$ cat src/dual_timer_counter_params.svh
// Offsets, field positions, reset values and counts of the dual timer
`ifndef DUAL_TIMER_COUNTER_PARAMS_SVH
`define DUAL_TIMER_COUNTER_PARAMS_SVH

// Register indices; byte address is four times the index
`define IDX_CTRL        8'h88
`define IDX_MODE        8'h89
`define IDX_T0_LOW      8'h8A
`define IDX_T1_LOW      8'h8B
`define IDX_T0_HIGH     8'h8C
`define IDX_T1_HIGH     8'h8D
`define IDX_CLKSEL      8'h8E

// Control register fields
`define CTRL_TF1_BIT    7
`define CTRL_TR1_BIT    6
`define CTRL_TF0_BIT    5
`define CTRL_TR0_BIT    4

// Mode register fields, timer 1 at +4
`define MODE_GATE_BIT   3
`define MODE_CT_BIT     2
`define MODE_M_HI_BIT   1
`define MODE_M_LO_BIT   0
`define MODE_T1_OFS     4

// Clock-select register fields
`define CLK_T0_DIV_BIT  3
`define CLK_T1_DIV_BIT  4
`define CLK_T0_TOE_BIT  5
`define CLK_T1_TOE_BIT  6

`define REG_RESET       8'h00
`define PRESC_LAST      4'hB
`define RESP_OKAY       2'h0
`define RESP_SLVERR     2'h2

`endif

$ cat src/dual_timer_counter_pkg.sv
// Types shared by the dual timer/counter
package dual_timer_counter_pkg;
    typedef enum logic [1:0] {
        MODE_13BIT,
        MODE_16BIT,
        MODE_8BIT_RELOAD,
        MODE_SPLIT
    } tmr_mode_t;
    typedef logic [1:0] axi_resp_t;
endpackage

$ cat src/dual_timer_counter.sv
// Dual 16-bit timer/counter with AXI4-Lite register access
//
// Local design decision: the AXI4-Lite register port.
`timescale 1ns/1ns
`include "dual_timer_counter_params.svh"

module dual_timer_counter (
    input  wire logic                             ref_clk_i,
    input  wire logic                             resetn_i,
    input  wire logic [11:0]                      s_axi_awaddr_i,
    input  wire logic                             s_axi_awvalid_i,
    output logic                                  s_axi_awready_o,
    input  wire logic [31:0]                      s_axi_wdata_i,
    input  wire logic [3:0]                       s_axi_wstrb_i,
    input  wire logic                             s_axi_wvalid_i,
    output logic                                  s_axi_wready_o,
    output dual_timer_counter_pkg::axi_resp_t     s_axi_bresp_o,
    output logic                                  s_axi_bvalid_o,
    input  wire logic                             s_axi_bready_i,
    input  wire logic [11:0]                      s_axi_araddr_i,
    input  wire logic                             s_axi_arvalid_i,
    output logic                                  s_axi_arready_o,
    output logic [31:0]                           s_axi_rdata_o,
    output dual_timer_counter_pkg::axi_resp_t     s_axi_rresp_o,
    output logic                                  s_axi_rvalid_o,
    input  wire logic                             s_axi_rready_i,
    input  wire logic                             t0_count_pin_i,
    output logic                                  t0_count_pin_o,
    output logic                                  t0_count_pin_oe_n_o,
    input  wire logic                             t1_count_pin_i,
    output logic                                  t1_count_pin_o,
    output logic                                  t1_count_pin_oe_n_o,
    input  wire logic                             ext_irq0_input_i,
    input  wire logic                             ext_irq1_input_i,
    input  wire logic                             t0_isr_enter_i,
    input  wire logic                             t1_isr_enter_i,
    output logic                                  t0_overflow_flag_o,
    output logic                                  t1_overflow_flag_o,
    output logic                                  t1_baud_tick_o
);
    import dual_timer_counter_pkg::*;

    // ------------------------------------------------------------
    // Functions
    // ------------------------------------------------------------
    function automatic logic is_mapped(input logic [11:0] a);
        logic [7:0] i;
        i = a[9:2];
        is_mapped = (a[11:10] == 2'h0) && (a[1:0] == 2'h0) &&
                    (i >= `IDX_CTRL) && (i <= `IDX_CLKSEL);
    endfunction

    // One count step: {overflow, high, low}
    function automatic logic [16:0] step(input tmr_mode_t m,
                                         input logic [7:0] hi,
                                         input logic [7:0] lo);
        logic [12:0] c13;
        logic [15:0] c16;
        logic [8:0]  c8;
        c13 = {hi, lo[4:0]} + 13'h0001;
        c16 = {hi, lo} + 16'h0001;
        c8  = {1'b0, lo} + 9'h001;
        unique case (m)
            MODE_13BIT:       step = {({hi, lo[4:0]} == 13'h1FFF),
                                      c13[12:5], lo[7:5], c13[4:0]};
            MODE_16BIT:       step = {({hi, lo} == 16'hFFFF), c16};
            MODE_8BIT_RELOAD: step = {c8[8], hi,
                                      c8[8] ? hi : c8[7:0]};
            MODE_SPLIT:       step = {c8[8], hi, c8[7:0]};
        endcase
    endfunction

    // ------------------------------------------------------------
    // Registers
    // ------------------------------------------------------------
    logic [7:0]  mode_q;
    logic [7:0]  clksel_q;
    logic        tr0_q, tr1_q, tf0_q, tf1_q;
    logic [7:0]  t0_hi_q, t0_lo_q, t1_hi_q, t1_lo_q;
    logic [7:0]  t0_hi_d, t0_lo_d, t1_hi_d, t1_lo_d;
    logic [3:0]  presc_q;
    logic        pin0_prev_q, pin1_prev_q;
    logic        tog0_q, tog1_q, oe0_n_q, oe1_n_q, baud_q;

    logic        aw_full_q, w_full_q, awready_q, wready_q, bvalid_q;
    logic [11:0] aw_addr_q;
    logic [7:0]  w_data_q;
    logic        w_strb0_q;
    axi_resp_t   bresp_q, rresp_q;
    logic        arready_q, rvalid_q;
    logic [31:0] rdata_q;

    logic        wr_fire, wr_en;
    logic [7:0]  wr_idx;
    tmr_mode_t   m0, m1;
    logic        gate0, gate1, ct0, ct1, t0_split;
    logic        presc_tick, tick0, tick1, fall0, fall1;
    logic        run0, run1, inc0, inc1;
    logic        t0_ovf, t1_ovf, th0_ovf, set_tf0, set_tf1;
    logic [16:0] s0, s1;

    assign m0    = tmr_mode_t'(mode_q[`MODE_M_HI_BIT:`MODE_M_LO_BIT]);
    assign m1    = tmr_mode_t'(mode_q[`MODE_T1_OFS+1:`MODE_T1_OFS]);
    assign gate0 = mode_q[`MODE_GATE_BIT];
    assign gate1 = mode_q[`MODE_GATE_BIT+`MODE_T1_OFS];
    assign ct0   = mode_q[`MODE_CT_BIT];
    assign ct1   = mode_q[`MODE_CT_BIT+`MODE_T1_OFS];
    assign t0_split = (m0 == MODE_SPLIT);

    assign wr_fire = aw_full_q && w_full_q && !bvalid_q;
    assign wr_en   = wr_fire && w_strb0_q && is_mapped(aw_addr_q);
    assign wr_idx  = aw_addr_q[9:2];

    // ------------------------------------------------------------
    // AXI4-Lite write channel
    // ------------------------------------------------------------
    // Address and data are taken in either order; response after both
    always_ff @(posedge ref_clk_i or negedge resetn_i) begin
        if (!resetn_i) begin
            aw_full_q <= 1'b0;
            w_full_q  <= 1'b0;
            awready_q <= 1'b1;
            wready_q  <= 1'b1;
            bvalid_q  <= 1'b0;
            bresp_q   <= `RESP_OKAY;
            aw_addr_q <= 12'h000;
            w_data_q  <= 8'h00;
            w_strb0_q <= 1'b0;
        end else begin
            if (s_axi_awvalid_i && awready_q) begin
                aw_full_q <= 1'b1;
                awready_q <= 1'b0;
                aw_addr_q <= s_axi_awaddr_i;
            end
            if (s_axi_wvalid_i && wready_q) begin
                w_full_q  <= 1'b1;
                wready_q  <= 1'b0;
                w_data_q  <= s_axi_wdata_i[7:0];
                w_strb0_q <= s_axi_wstrb_i[0];
            end
            if (wr_fire) begin
                aw_full_q <= 1'b0;
                w_full_q  <= 1'b0;
                bvalid_q  <= 1'b1;
                bresp_q   <= is_mapped(aw_addr_q) ? `RESP_OKAY
                                                  : `RESP_SLVERR;
            end
            if (bvalid_q && s_axi_bready_i) begin
                bvalid_q  <= 1'b0;
                awready_q <= 1'b1;
                wready_q  <= 1'b1;
            end
        end
    end

    // ------------------------------------------------------------
    // AXI4-Lite read channel
    // ------------------------------------------------------------
    always_ff @(posedge ref_clk_i or negedge resetn_i) begin
        if (!resetn_i) begin
            arready_q <= 1'b1;
            rvalid_q  <= 1'b0;
            rdata_q   <= 32'h0000_0000;
            rresp_q   <= `RESP_OKAY;
        end else if (s_axi_arvalid_i && arready_q) begin
            arready_q <= 1'b0;
            rvalid_q  <= 1'b1;
            rresp_q   <= is_mapped(s_axi_araddr_i) ? `RESP_OKAY
                                                   : `RESP_SLVERR;
            rdata_q   <= 32'h0000_0000;
            if (is_mapped(s_axi_araddr_i)) begin
                unique case (s_axi_araddr_i[9:2])
                    `IDX_CTRL:    rdata_q[7:0] <= {tf1_q, tr1_q,
                                                   tf0_q, tr0_q, 4'h0};
                    `IDX_MODE:    rdata_q[7:0] <= mode_q;
                    `IDX_T0_LOW:  rdata_q[7:0] <= t0_lo_q;
                    `IDX_T1_LOW:  rdata_q[7:0] <= t1_lo_q;
                    `IDX_T0_HIGH: rdata_q[7:0] <= t0_hi_q;
                    `IDX_T1_HIGH: rdata_q[7:0] <= t1_hi_q;
                    default:      rdata_q[7:0] <= clksel_q;
                endcase
            end
        end else if (rvalid_q && s_axi_rready_i) begin
            rvalid_q  <= 1'b0;
            arready_q <= 1'b1;
        end
    end

    // ------------------------------------------------------------
    // Configuration registers
    // ------------------------------------------------------------
    always_ff @(posedge ref_clk_i or negedge resetn_i) begin
        if (!resetn_i) begin
            mode_q   <= `REG_RESET;
            clksel_q <= `REG_RESET;
            oe0_n_q  <= 1'b1;
            oe1_n_q  <= 1'b1;
            tr0_q    <= 1'b0;
            tr1_q    <= 1'b0;
        end else if (wr_en) begin
            if (wr_idx == `IDX_MODE) begin
                mode_q <= w_data_q;
            end
            if (wr_idx == `IDX_CLKSEL) begin
                clksel_q <= w_data_q;
                oe0_n_q  <= !w_data_q[`CLK_T0_TOE_BIT];
                oe1_n_q  <= !w_data_q[`CLK_T1_TOE_BIT];
            end
            if (wr_idx == `IDX_CTRL) begin
                tr0_q <= w_data_q[`CTRL_TR0_BIT];
                tr1_q <= w_data_q[`CTRL_TR1_BIT];
            end
        end
    end

    // ------------------------------------------------------------
    // Clock sources
    // ------------------------------------------------------------
    always_ff @(posedge ref_clk_i or negedge resetn_i) begin
        if (!resetn_i) begin
            presc_q     <= 4'h0;
            pin0_prev_q <= 1'b0;
            pin1_prev_q <= 1'b0;
        end else begin
            presc_q     <= presc_tick ? 4'h0 : presc_q + 4'h1;
            pin0_prev_q <= t0_count_pin_i;
            pin1_prev_q <= t1_count_pin_i;
        end
    end

    assign presc_tick = (presc_q == `PRESC_LAST);
    assign tick0 = clksel_q[`CLK_T0_DIV_BIT] || presc_tick;
    assign tick1 = clksel_q[`CLK_T1_DIV_BIT] || presc_tick;
    // Pins are synchronous here; a sampled high-then-low is one edge
    assign fall0 = pin0_prev_q && !t0_count_pin_i;
    assign fall1 = pin1_prev_q && !t1_count_pin_i;

    // ------------------------------------------------------------
    // Count enables
    // ------------------------------------------------------------
    assign run0 = tr0_q && (!gate0 || ext_irq0_input_i);
    assign inc0 = run0 && (ct0 ? fall0 : tick0);
    // In split mode timer 1 loses its run bit but keeps its gate
    assign run1 = (t0_split || tr1_q) && (!gate1 || ext_irq1_input_i) &&
                  (m1 != MODE_SPLIT);
    assign inc1 = run1 && (ct1 ? fall1 : tick1);

    // ------------------------------------------------------------
    // Count bytes
    // ------------------------------------------------------------
    // A bus write beats a count step in the same cycle
    always_comb begin
        s0      = step(m0, t0_hi_q, t0_lo_q);
        s1      = step(m1, t1_hi_q, t1_lo_q);
        t0_hi_d = t0_hi_q;
        t0_lo_d = t0_lo_q;
        t1_hi_d = t1_hi_q;
        t1_lo_d = t1_lo_q;
        t0_ovf  = 1'b0;
        t1_ovf  = 1'b0;
        th0_ovf = 1'b0;
        if (inc0) begin
            {t0_ovf, t0_hi_d, t0_lo_d} = s0;
        end
        if (t0_split && tr1_q && tick0) begin
            {th0_ovf, t0_hi_d} = {1'b0, t0_hi_q} + 9'h001;
        end
        if (inc1) begin
            {t1_ovf, t1_hi_d, t1_lo_d} = s1;
        end
        if (wr_en && wr_idx == `IDX_T0_LOW) begin
            t0_lo_d = w_data_q;
        end
        if (wr_en && wr_idx == `IDX_T0_HIGH) begin
            t0_hi_d = w_data_q;
        end
        if (wr_en && wr_idx == `IDX_T1_LOW) begin
            t1_lo_d = w_data_q;
        end
        if (wr_en && wr_idx == `IDX_T1_HIGH) begin
            t1_hi_d = w_data_q;
        end
    end

    always_ff @(posedge ref_clk_i or negedge resetn_i) begin
        if (!resetn_i) begin
            t0_hi_q <= 8'h00;
            t0_lo_q <= 8'h00;
            t1_hi_q <= 8'h00;
            t1_lo_q <= 8'h00;
        end else begin
            t0_hi_q <= t0_hi_d;
            t0_lo_q <= t0_lo_d;
            t1_hi_q <= t1_hi_d;
            t1_lo_q <= t1_lo_d;
        end
    end

    // ------------------------------------------------------------
    // Overflow flags
    // ------------------------------------------------------------
    // Hardware set wins over software clear and service clear
    assign set_tf0 = t0_ovf;
    assign set_tf1 = (t1_ovf && !t0_split) || th0_ovf;

    always_ff @(posedge ref_clk_i or negedge resetn_i) begin
        if (!resetn_i) begin
            tf0_q <= 1'b0;
            tf1_q <= 1'b0;
        end else begin
            if (set_tf0) begin
                tf0_q <= 1'b1;
            end else if (wr_en && wr_idx == `IDX_CTRL) begin
                tf0_q <= w_data_q[`CTRL_TF0_BIT];
            end else if (t0_isr_enter_i) begin
                tf0_q <= 1'b0;
            end
            if (set_tf1) begin
                tf1_q <= 1'b1;
            end else if (wr_en && wr_idx == `IDX_CTRL) begin
                tf1_q <= w_data_q[`CTRL_TF1_BIT];
            end else if (t1_isr_enter_i) begin
                tf1_q <= 1'b0;
            end
        end
    end

    // ------------------------------------------------------------
    // Toggle outputs and baud tick
    // ------------------------------------------------------------
    // Held at one while disabled, so it starts high when enabled
    always_ff @(posedge ref_clk_i or negedge resetn_i) begin
        if (!resetn_i) begin
            tog0_q <= 1'b1;
            tog1_q <= 1'b1;
            baud_q <= 1'b0;
        end else begin
            if (oe0_n_q) begin
                tog0_q <= 1'b1;
            end else if (t0_ovf) begin
                tog0_q <= !tog0_q;
            end
            if (oe1_n_q) begin
                tog1_q <= 1'b1;
            end else if (t1_ovf) begin
                tog1_q <= !tog1_q;
            end
            baud_q <= t1_ovf;
        end
    end

    assign s_axi_awready_o     = awready_q;
    assign s_axi_wready_o      = wready_q;
    assign s_axi_bvalid_o      = bvalid_q;
    assign s_axi_bresp_o       = bresp_q;
    assign s_axi_arready_o     = arready_q;
    assign s_axi_rvalid_o      = rvalid_q;
    assign s_axi_rdata_o       = rdata_q;
    assign s_axi_rresp_o       = rresp_q;
    assign t0_count_pin_o      = tog0_q;
    assign t1_count_pin_o      = tog1_q;
    assign t0_count_pin_oe_n_o = oe0_n_q;
    assign t1_count_pin_oe_n_o = oe1_n_q;
    assign t0_overflow_flag_o  = tf0_q;
    assign t1_overflow_flag_o  = tf1_q;
    assign t1_baud_tick_o      = baud_q;

    // ------------------------------------------------------------
    // Assertions
    // ------------------------------------------------------------
    logic wr_t0, wr_t1;
    assign wr_t0 = wr_en && (wr_idx == `IDX_T0_LOW || wr_idx == `IDX_T0_HIGH);
    assign wr_t1 = wr_en && (wr_idx == `IDX_T1_LOW || wr_idx == `IDX_T1_HIGH);
endmodule

$ cat config.mk
export PLATFORM = sky130hd
export DESIGN_NAME = dual_timer_counter
export DESIGN_NICKNAME = d
export VERILOG_FILES = /design/src/dual_timer_counter_pkg.sv /design/src/dual_timer_counter.sv
export VERILOG_INCLUDE_DIRS = /design/src
export SDC_FILE = /design/constraint.sdc
export NUM_CORES = 1
export LEC_CHECK = 0
export BUFFER_PORTS_ARGS = -buffer_cell sky130_fd_sc_hd__buf_2
export CORE_MARGIN = 2
export CORE_UTILIZATION = 35
export DETAILED_ROUTE_END_ITERATION = 8
export PLACE_DENSITY = 0.59
export SYNTH_ARGS = -nofsm -noshare
export SYNTH_HDL_FRONTEND = slang
export SYNTH_SLANG_ARGS = --single-unit
$ cat constraint.sdc
create_clock -name ref_clk_i -period 2.1 [get_ports ref_clk_i]
set_input_delay 0.315 -clock ref_clk_i [delete_from_list [all_inputs] [get_ports ref_clk_i]]
set_output_delay 0.315 -clock ref_clk_i [all_outputs]
set_load 0.05 [all_outputs]
Word-level counts from Yosys, hierarchy flattened
Cells that the tools add are included.
- register bits after elaboration: 103
- input port bits: 73
- output and inout bits: 48
- word-level logic and storage cells: 196
- add/subtract/negate cells: 8
- $lt $le $gt $ge: 4
- equality and inequality tests: 31
- multiplexer cells: 47
- reduce and logical (&&, ||, !) cells: 73
- operators by type and width (operator ; count):
    case mux 17 bit (4 select lines) ; 2
    == test 8 bit (second input constant) ; 13
    two-way mux 8 bit ; 12
    case mux 8 bit (6 select lines) ; 1
    adder 16 x 1 -> 16 bit (second input constant) ; 2
    == test 16 bit (second input constant) ; 2
    logical AND 1 bit ; 30
    two-way mux 1 bit ; 29
    adder 8 x 1 -> 9 bit (second input constant) ; 3
    adder 13 x 1 -> 13 bit (second input constant) ; 2
    == test 13 bit (second input constant) ; 2
    nonzero test 2 bit ; 11
    greater-or-equal comparator 8 bit (second input constant) ; 2
    less-or-equal comparator 8 bit (second input constant) ; 2
    zero test 2 bit ; 6
    zero test 1 bit ; 10
    != test 2 bit (second input constant) ; 5
    AND reduction 2 bit ; 5
    nonzero test 3 bit ; 3
    == test 2 bit (second input constant) ; 4
    logical OR 1 bit ; 6
    AND reduction 3 bit ; 2
    adder 4 x 1 -> 4 bit (second input constant) ; 1
    == test 2 x 1 -> 1 bit (second input constant) ; 2
    other kinds (5) ; 6

Logic depth before layout (Yosys ltp)
Gate-level depths: netlist (run 1).
- depth in word-level cells: 9
- gate-level depth with buffers: 9
- mapped depth without buffers: 7

Worst setup path before layout (run 1)
OpenSTA, ideal clock, no wires.
- path type: flip-flop to flip-flop
- from: reg bvalid_q (netlist: s_axi_bvalid_o)
- to: reg t1_hi_q[6]
- setup time: 126 ps
- arrival: 1962 ps
- data required time: 1974 ps
- slack: 12 ps
- cell stages (with the launch flop): 8
- path buffers: 1
- clock period less this slack: 2088 ps
- cell sequence: dfrtp_1 nand3b_1 nor3_4 nor3b_2 and3_1 buf_2 nor2_1 a221o_1
- longest elaborated chain between the ends: 7
- elaborated cells on any way between the ends: 10
- those cells by class: 2 x eq/ne; 1 x mux; 7 x reduce/logical
- ends and longest elaborated chain (element ; RTL line ; source):
    from (decl) ; dual_timer_counter.sv:85 ; logic aw_full_q, w_full_q, awready_q, wready_q, bvalid_q;
    from (signal assigned) ; dual_timer_counter.sv:124 ; bvalid_q <= 1'b0;
    from (signal assigned) ; dual_timer_counter.sv:144 ; bvalid_q <= 1'b1;
    from (signal assigned) ; dual_timer_counter.sv:149 ; bvalid_q <= 1'b0;
    zero test 1 bit (*) ; dual_timer_counter.sv:110 ; assign wr_fire = aw_full_q && w_full_q && !bvalid_q;
    logical AND 1 bit (*) ; dual_timer_counter.sv:110 ;
    logical AND 1 bit (*) (2 in a row) ; dual_timer_counter.sv:111 ; assign wr_en = wr_fire && w_strb0_q && is_mapped(aw_addr_q);
    logical AND 1 bit (no source line) (*) ; n/a ;
    != test 2 bit (no source line) / nonzero test 2 bit (equally long branches) ; n/a ;
    AND reduction 3 bit (no source line) ; n/a ;
    to (signal assigned) ; dual_timer_counter.sv:294 ; t1_hi_q <= t1_hi_d;
    to (decl) ; dual_timer_counter.sv:79 ; logic [7:0] t0_hi_q, t0_lo_q, t1_hi_q, t1_lo_q;
Every way passes the cells marked *; elsewhere a longest branch is shown, timed or not.
A chain may end at the register's enable or synchronous reset.

Final worst setup path (run 1)
- from: reg presc_q[0]
- to: reg t0_hi_q[6]
- longest elaborated chain between the ends: 6
- elaborated cells on any way between the ends: 11
- those cells by class: 3 x eq/ne; 3 x mux; 5 x reduce/logical
- ends and longest elaborated chain (element ; RTL line ; source):
    from (decl) ; dual_timer_counter.sv:81 ; logic [3:0] presc_q;
    from (signal assigned) ; dual_timer_counter.sv:225 ; presc_q <= presc_tick ? 4'h0 : presc_q + 4'h1;
    == test 4 bit (no source line) (*) ; n/a ;
    logical OR 1 bit (*) ; dual_timer_counter.sv:232 ; assign tick0 = clksel_q[`CLK_T0_DIV_BIT] || presc_tick;
    two-way mux 1 bit ; dual_timer_counter.sv:242 ; assign inc0 = run0 && (ct0 ? fall0 : tick0);
    logical AND 1 bit ; dual_timer_counter.sv:242 ;
    nonzero test 3 bit (no source line) ; n/a ;
    AND reduction 3 bit (no source line) ; n/a ;
    to (signal assigned) ; dual_timer_counter.sv:292 ; t0_hi_q <= t0_hi_d;
    to (decl) ; dual_timer_counter.sv:79 ;
Marked as above.

==> run metrics, run 1 <==
status=complete, no violations; slowest CP cell=nor3_1; initial core utilization=between 30% and 40%; first-pass GRT wire length=roughly 28000 microns; root buffer cell=clkbuf_16; hold slack=around 0.072 ns; area occupied by multi-input gates=3340 sq um; pin count of the biggest net entering global routing=45; Seq/Total Area, Yosys=41.3%; All-Layer GR Usage=20.0%; layout cell share with drive strength beyond 1=30.1%; crit-path leading delay family=simple AND/OR/NAND/NOR gates; GRT overflow=0; Worst-path clk slew=0.07 ns; register area=2540 sq um; row cnt=48; Critical Path Fanout Max=4; Slew headroom=59.7%; wl on met1=between 8000 and 9000 microns; fill count=1707; EDFF count, synth=0; # IOs=~120; DR WL met2=roughly 8000 microns; GPL Wtd Cong=0.923; mapped cell area=about 6100 sq um; Post-DP HPWL=roughly 13000 microns; CORE AREA=17200 sq um; CP cell instances=ha_1 -> and3b_2 -> buf_4 -> nor3_2 -> nor3_1 -> a21oi_1 -> or3_1 -> a31oi_1; clock sink count=101; synth top area cells=dfrtp_1, mux2_2, nand2_1; PnR worst setup slack=0.0650 ns; CP peak stage delay=roughly 0.37 ns; Post-Route Utilization=43.0%; required time worst endpoint=roughly 2.4 ns; Setup Viol. Count Final=0; min cycle time layout=2.03 ns; PwrDens=between 700 and 800 nW/um^2; crit path launch type=flop; cells after synthesis=around 670; Setup Fix Bufs, Post-CTS=0; yosys warns=0; top routing layer used=met5; Num CTS Buffers=9; die height=roughly 140 microns; worst slack at placement=-0.00712 ns; worst setup path class=flop to flop; Wirelength per Cell=17.6 microns; max_cap viols=0; via count of the first global-routing pass=slightly above 5000; Post-DP Area=7060 sq um; Max VDD drop=approximately 0.00074 V; antenna violations before repair=1; CTS tree=built; Leak=3.24 nW; Clock Skew=0.0124 ns; Placed Cells=995; DRT iter0 DRCs=~330; Synth area leader=dfrtp_1; final hold vios=0; post-route ant nets=0; Fin Setup TNS=0 ns; H-tree depth=3; worst-margin pin slew=0.605 ns; fin nets=around 860; total power=5.37 mW; routed via count=5448; drt first pass iters=5; period utilization=96.9%; unrepaired setup endpoints after global routing=true; highest clock rate=491 MHz; Worst-Skew Late Latency=0.36 ns; critical path arrival=2.31 ns; Buffers on Ports=67; Syn Area/Cell=9.13 sq um; Hold WC Path Type=primary input to flop; metal3 WL=1280 microns; Post-Route WL=17800 microns; top cell type's share of synthesized area=38.3%; synthesis-to-finish area growth=20.7%; Post-synth ARST share=100%; fin area=7420 sq um; Bufs and invs on worst path=1; Total Die Area=18600 sq um; number of antenna diodes=0; post-synthesis register bit count=101; CTS Buffer Depth=2; Critical Path End Type=flop; Yosys cell types=79; die width=137 microns; Primary FF master, synth=dfrtp_1; vias per inst=5.38; Final Slew Violations=0; Finished Layout Cells=~1000; DRC violations left=0
cells in the final DEF (no fill, tap or decap), types with 14 or more instances in the layout:
cell type | Yosys | final
nand2_1 | 79 | 79
xnor2_1 | 15 | 15
mux2_2 | 43 | 43
nor2_1 | 66 | 66
inv_1 | 17 | 17
nand3_1 | 19 | 19
buf_4 | 27 | 68
nor3_1 | 17 | 14
o21ai_0 | 49 | 46
a21oi_1 | 25 | 24
dfrtp_1 | 94 | 94
buf_2 | 14 | 66
conb_1 | 1 | 26
where the power goes:
part,leakage (nW),switching [mW],internal (mW),total [mW]
Combinational,1.91,0.584,0.419,1.00
Sequential,1.20,0.516,2.22,2.74
Clock,0.130,0.776,0.850,1.63
final cells by class:
cell class | instances | share of cell area (%)
Timing Repair Buffer | 138 | 12.3
Inverter | 17 | 0.860
Multi-Input combinational cell | 515 | 45.0
Clock buffer | 11 | 3.27
Clock inverter | 5 | 0.573
Tap cell | 225 | 3.79
Sequential cell | 101 | 34.2
kinds of logic after synthesis:
family                   Yosys count  share of synthesized area (%)
XOR/XNOR                          23                           3.28
AO/OA/AOI/OAI                    153                           16.5
other                              1                         0.0610
buffers and inverters             82                           6.96
AND/OR/NAND/NOR                  256                           21.0
adder cells (fa/ha/maj)            4                          0.815
flip-flops                       101                           41.3
multiplexers                      53                           10.1
flip-flops by register name, indices dropped and copies added (netlist names), 4 cells and up:
register       flops
aw_addr_q         12
clksel_q           8
mode_q             8
presc_q            4
s_axi_rdata_o      8
t0_hi_q            8
t0_lo_q            8
t1_hi_q            8
t1_lo_q            8
w_data_q           8
worst reg2reg max path: cells and delay by family, from the launching register on:
family                     cells  cell delay [ns]
and+or+nand+nor                4             1.00
buffers and inverters          1             0.14
DFF                            1             0.35
AOI/OAI and AO/OA              2             0.32
adders and majority gates      1             0.16
path summary, 6_finish.rpt:
| path | startpoint | end | slack (ns) | depth (start not counted) |
|---|---|---|---|---|
| max | presc_q[0]$_DFF_PN0_ | t0_hi_q[6]$_DFFE_PN0P_ | 0.07 | 8 |
| min | t1_count_pin_i | pin1_prev_q$_DFF_PN0_ | 0.07 | 1 |
| max reg2reg | presc_q[0]$_DFF_PN0_ | t0_hi_q[6]$_DFFE_PN0P_ | 0.07 | 8 |
| min reg2reg | s_axi_rdata_o[7]$_DFFE_PN0P_ | s_axi_rdata_o[7]$_DFFE_PN0P_ | 0.47 | 2 |
| max in group asynchronous | resetn_i | s_axi_awready_o$_DFFE_PN1P_ | 1.06 | 3 |
| min in group asynchronous | resetn_i | t0_lo_q[4]$_DFFE_PN0P_ | 0.42 | 2 |
cell usage after synthesis, types with 10 or more instances:
cell,n
a21oi_1,25
a31oi_1,11
and3_1,10
buf_2,14
buf_4,27
clkbuf_1,19
dfrtp_1,94
inv_1,17
mux2_2,43
nand2_1,79
nand3_1,19
nor2_1,66
nor3_1,17
o21ai_0,49
xnor2_1,15
routing by layer:
layer | up-vias | GRT usage, %
met4 | 2 | 6.48
met5 | - | 0
met2 | 204 | 30.2
li1 | 2582 | -
met1 | 2632 | 28.0
met3 | 28 | 5.04
what timing repair did:
action / in CTS / in global routing
hold buffers: 1 / 0
hold endpoints to repair: 22 / 0
resized for setup: 1 / 16
pin swaps: 0 / 3
cloned: 0 / 0
setup endpoints to repair: 1 / 27
No activity file was read; power rests on OpenSTA's default activity.
==> run 2, diff against run 1 <==
--- a/config.mk
+++ b/config.mk
@@ -12,3 +12,2 @@
 export DETAILED_ROUTE_END_ITERATION = 8
-export PLACE_DENSITY = 0.59
 export SYNTH_ARGS = -nofsm -noshare
--- a/constraint.sdc
+++ b/constraint.sdc
@@ -3,2 +3,2 @@
 set_output_delay 0.315 -clock ref_clk_i [all_outputs]
-set_load 0.05 [all_outputs]
+set_load 0.1 [all_outputs]
==> run metrics, run 2 (synthesis gave the netlist of run 1 again) <==
antenna violations before repair=1; Post-DP HPWL=13100 microns; critical path arrival=about 2.3 ns; most common cell after layout, fill and taps aside=dfrtp_1; Leak=3.24 nW; Max VDD drop=0.000702 V; Worst-Skew Late Latency=0.36 ns; DRT iter0 DRCs=503; routed via count=5403; Post-Route Utilization=43.1%; initial core utilization=35.6%; max_cap viols=0; GRT overflow=0; status=complete, no violations; Slew headroom=64.2%; Hold Path Stages=1; CORE AREA=17200 sq um; H-tree depth=3; die height=137 microns; GPL Wtd Cong=approximately 0.9; fin area=7430 sq um; number of antenna diodes=0; All-Layer GR Usage=between 10% and 20%; PnR worst setup slack=0.0868 ns; post-route ant nets=0; max reg flops=12; FF-to-FF path depth=9; Post-DP Area=7050 sq um; Clock Skew=0.00928 ns; Final Slew Violations=0; # IOs=121; hold slack=between 0.07 and 0.08 ns; CTS tree=built; min cycle time layout=2.01 ns; first-pass GRT wire length=~28000 microns; Critical Path Fanout Max=11; required time worst endpoint=~2.3 ns; final hold vios=0; worst slack at placement=-0.0105 ns; worst-margin pin slew=0.534 ns; most frequent cells in the layout=dfrtp_1, nand2_1, buf_4, nor2_1, buf_2; CTS Buffer Depth=2; Finished Layout Cells=1012; highest clock rate=497 MHz; Worst-path clk slew=approximately 0.07 ns; CP cell instances=ha_1 -> and3b_2 -> buf_4 -> nor2_1 -> o22ai_2 -> buf_4 -> nor2_1 -> a31oi_1 -> mux2_2; Buffers on Ports=67; Placed Cells=995; layout cell share with drive strength beyond 1=a little under a third; crit path launch type=flop; slowest CP cell=dfrtp_1; row cnt=48; Critical Path End Type=flop; drt first pass iters=5; DRC violations left=0; synthesis-to-finish area growth=20.9%; root buffer cell=clkbuf_16; Num CTS Buffers=9; CP peak stage delay=0.38 ns; total power=5.63 mW; worst setup path class=flop to flop; PwrDens=757 nW/um^2; Setup Viol. Count Final=0; Fin Setup TNS=0 ns; die width=137 microns; via count of the first global-routing pass=5140; Wirelength per Cell=17.5 microns; Post-Route WL=17700 microns; period utilization=95.9%; vias per inst=5.34; fin nets=859; pin count of the biggest net entering global routing=45; Hold WC Path Type=primary input to flop; clock sink count=101; Total Die Area=18600 sq um; Reg with most FFs=aw_addr_q
==> run 2: final timing paths <==
| path | slack (ns) | from | end |
|---|---|---|---|
| min reg2reg | 0.48 | s_axi_rdata_o[0]$_DFFE_PN0P_ | s_axi_rdata_o[0]$_DFFE_PN0P_ |
| max reg2reg | 0.09 | presc_q[0]$_DFF_PN0_ | t0_hi_q[4]$_DFFE_PN0P_ |
| min in group asynchronous | 0.41 | resetn_i | t0_lo_q[1]$_DFFE_PN0P_ |
| min | 0.08 | t0_count_pin_i | pin0_prev_q$_DFF_PN0_ |
| max | 0.09 | presc_q[0]$_DFF_PN0_ | t0_hi_q[4]$_DFFE_PN0P_ |
| max in group asynchronous | 1.03 | resetn_i | s_axi_arready_o$_DFFE_PN1P_ |
==> run 2: layout make-up <==
type                    count  area [sq um]
clock buffers               9           225
well taps                 225           282
flip-flops and latches    101          2540
multi-input cells         515          3360
clock inverters             7          55.1
fillers                  1718          9810
inverters                  17          63.8
repair buffers            138           906
==> run 2: critical path, delay by kind of cell (launching register included) <==
| kind | cells | cell delay [ns] |
|---|---|---|
| flip-flops | 1 | 0.38 |
| adder cells (fa/ha/maj) | 1 | 0.21 |
| AND/OR/NAND/NOR | 3 | 0.50 |
| AO/OA/AOI/OAI | 2 | 0.18 |
| buffers and inverters | 2 | 0.35 |
| multiplexers | 1 | 0.27 |
==> run 2: metal layers <==
layer | track usage, % | up-vias | wire length, microns
li1 | - | 2585 | -
met1 | 28.1 | 2618 | 8340
met2 | 30.1 | 179 | 7820
met3 | 5.11 | 19 | 1250
met4 | 4.69 | 2 | 269
met5 | 0 | - | 15
==> run 2: where the power goes <==
part,internal [mW],leakage [nW],switching [mW]
registers,2.23,1.20,0.526
logic,0.429,1.91,0.831
clock network,0.819,0.133,0.795
total,3.47,3.24,2.15
==> run 2: timing repair <==
item	in CTS	in global routing
hold buffers	1	0
hold endpoints to repair	18	0
pin swaps	1	2
cloned	0	0
endpoints found under the setup margin	2	29
gates resized for setup	1	23
buffers inserted	0	0
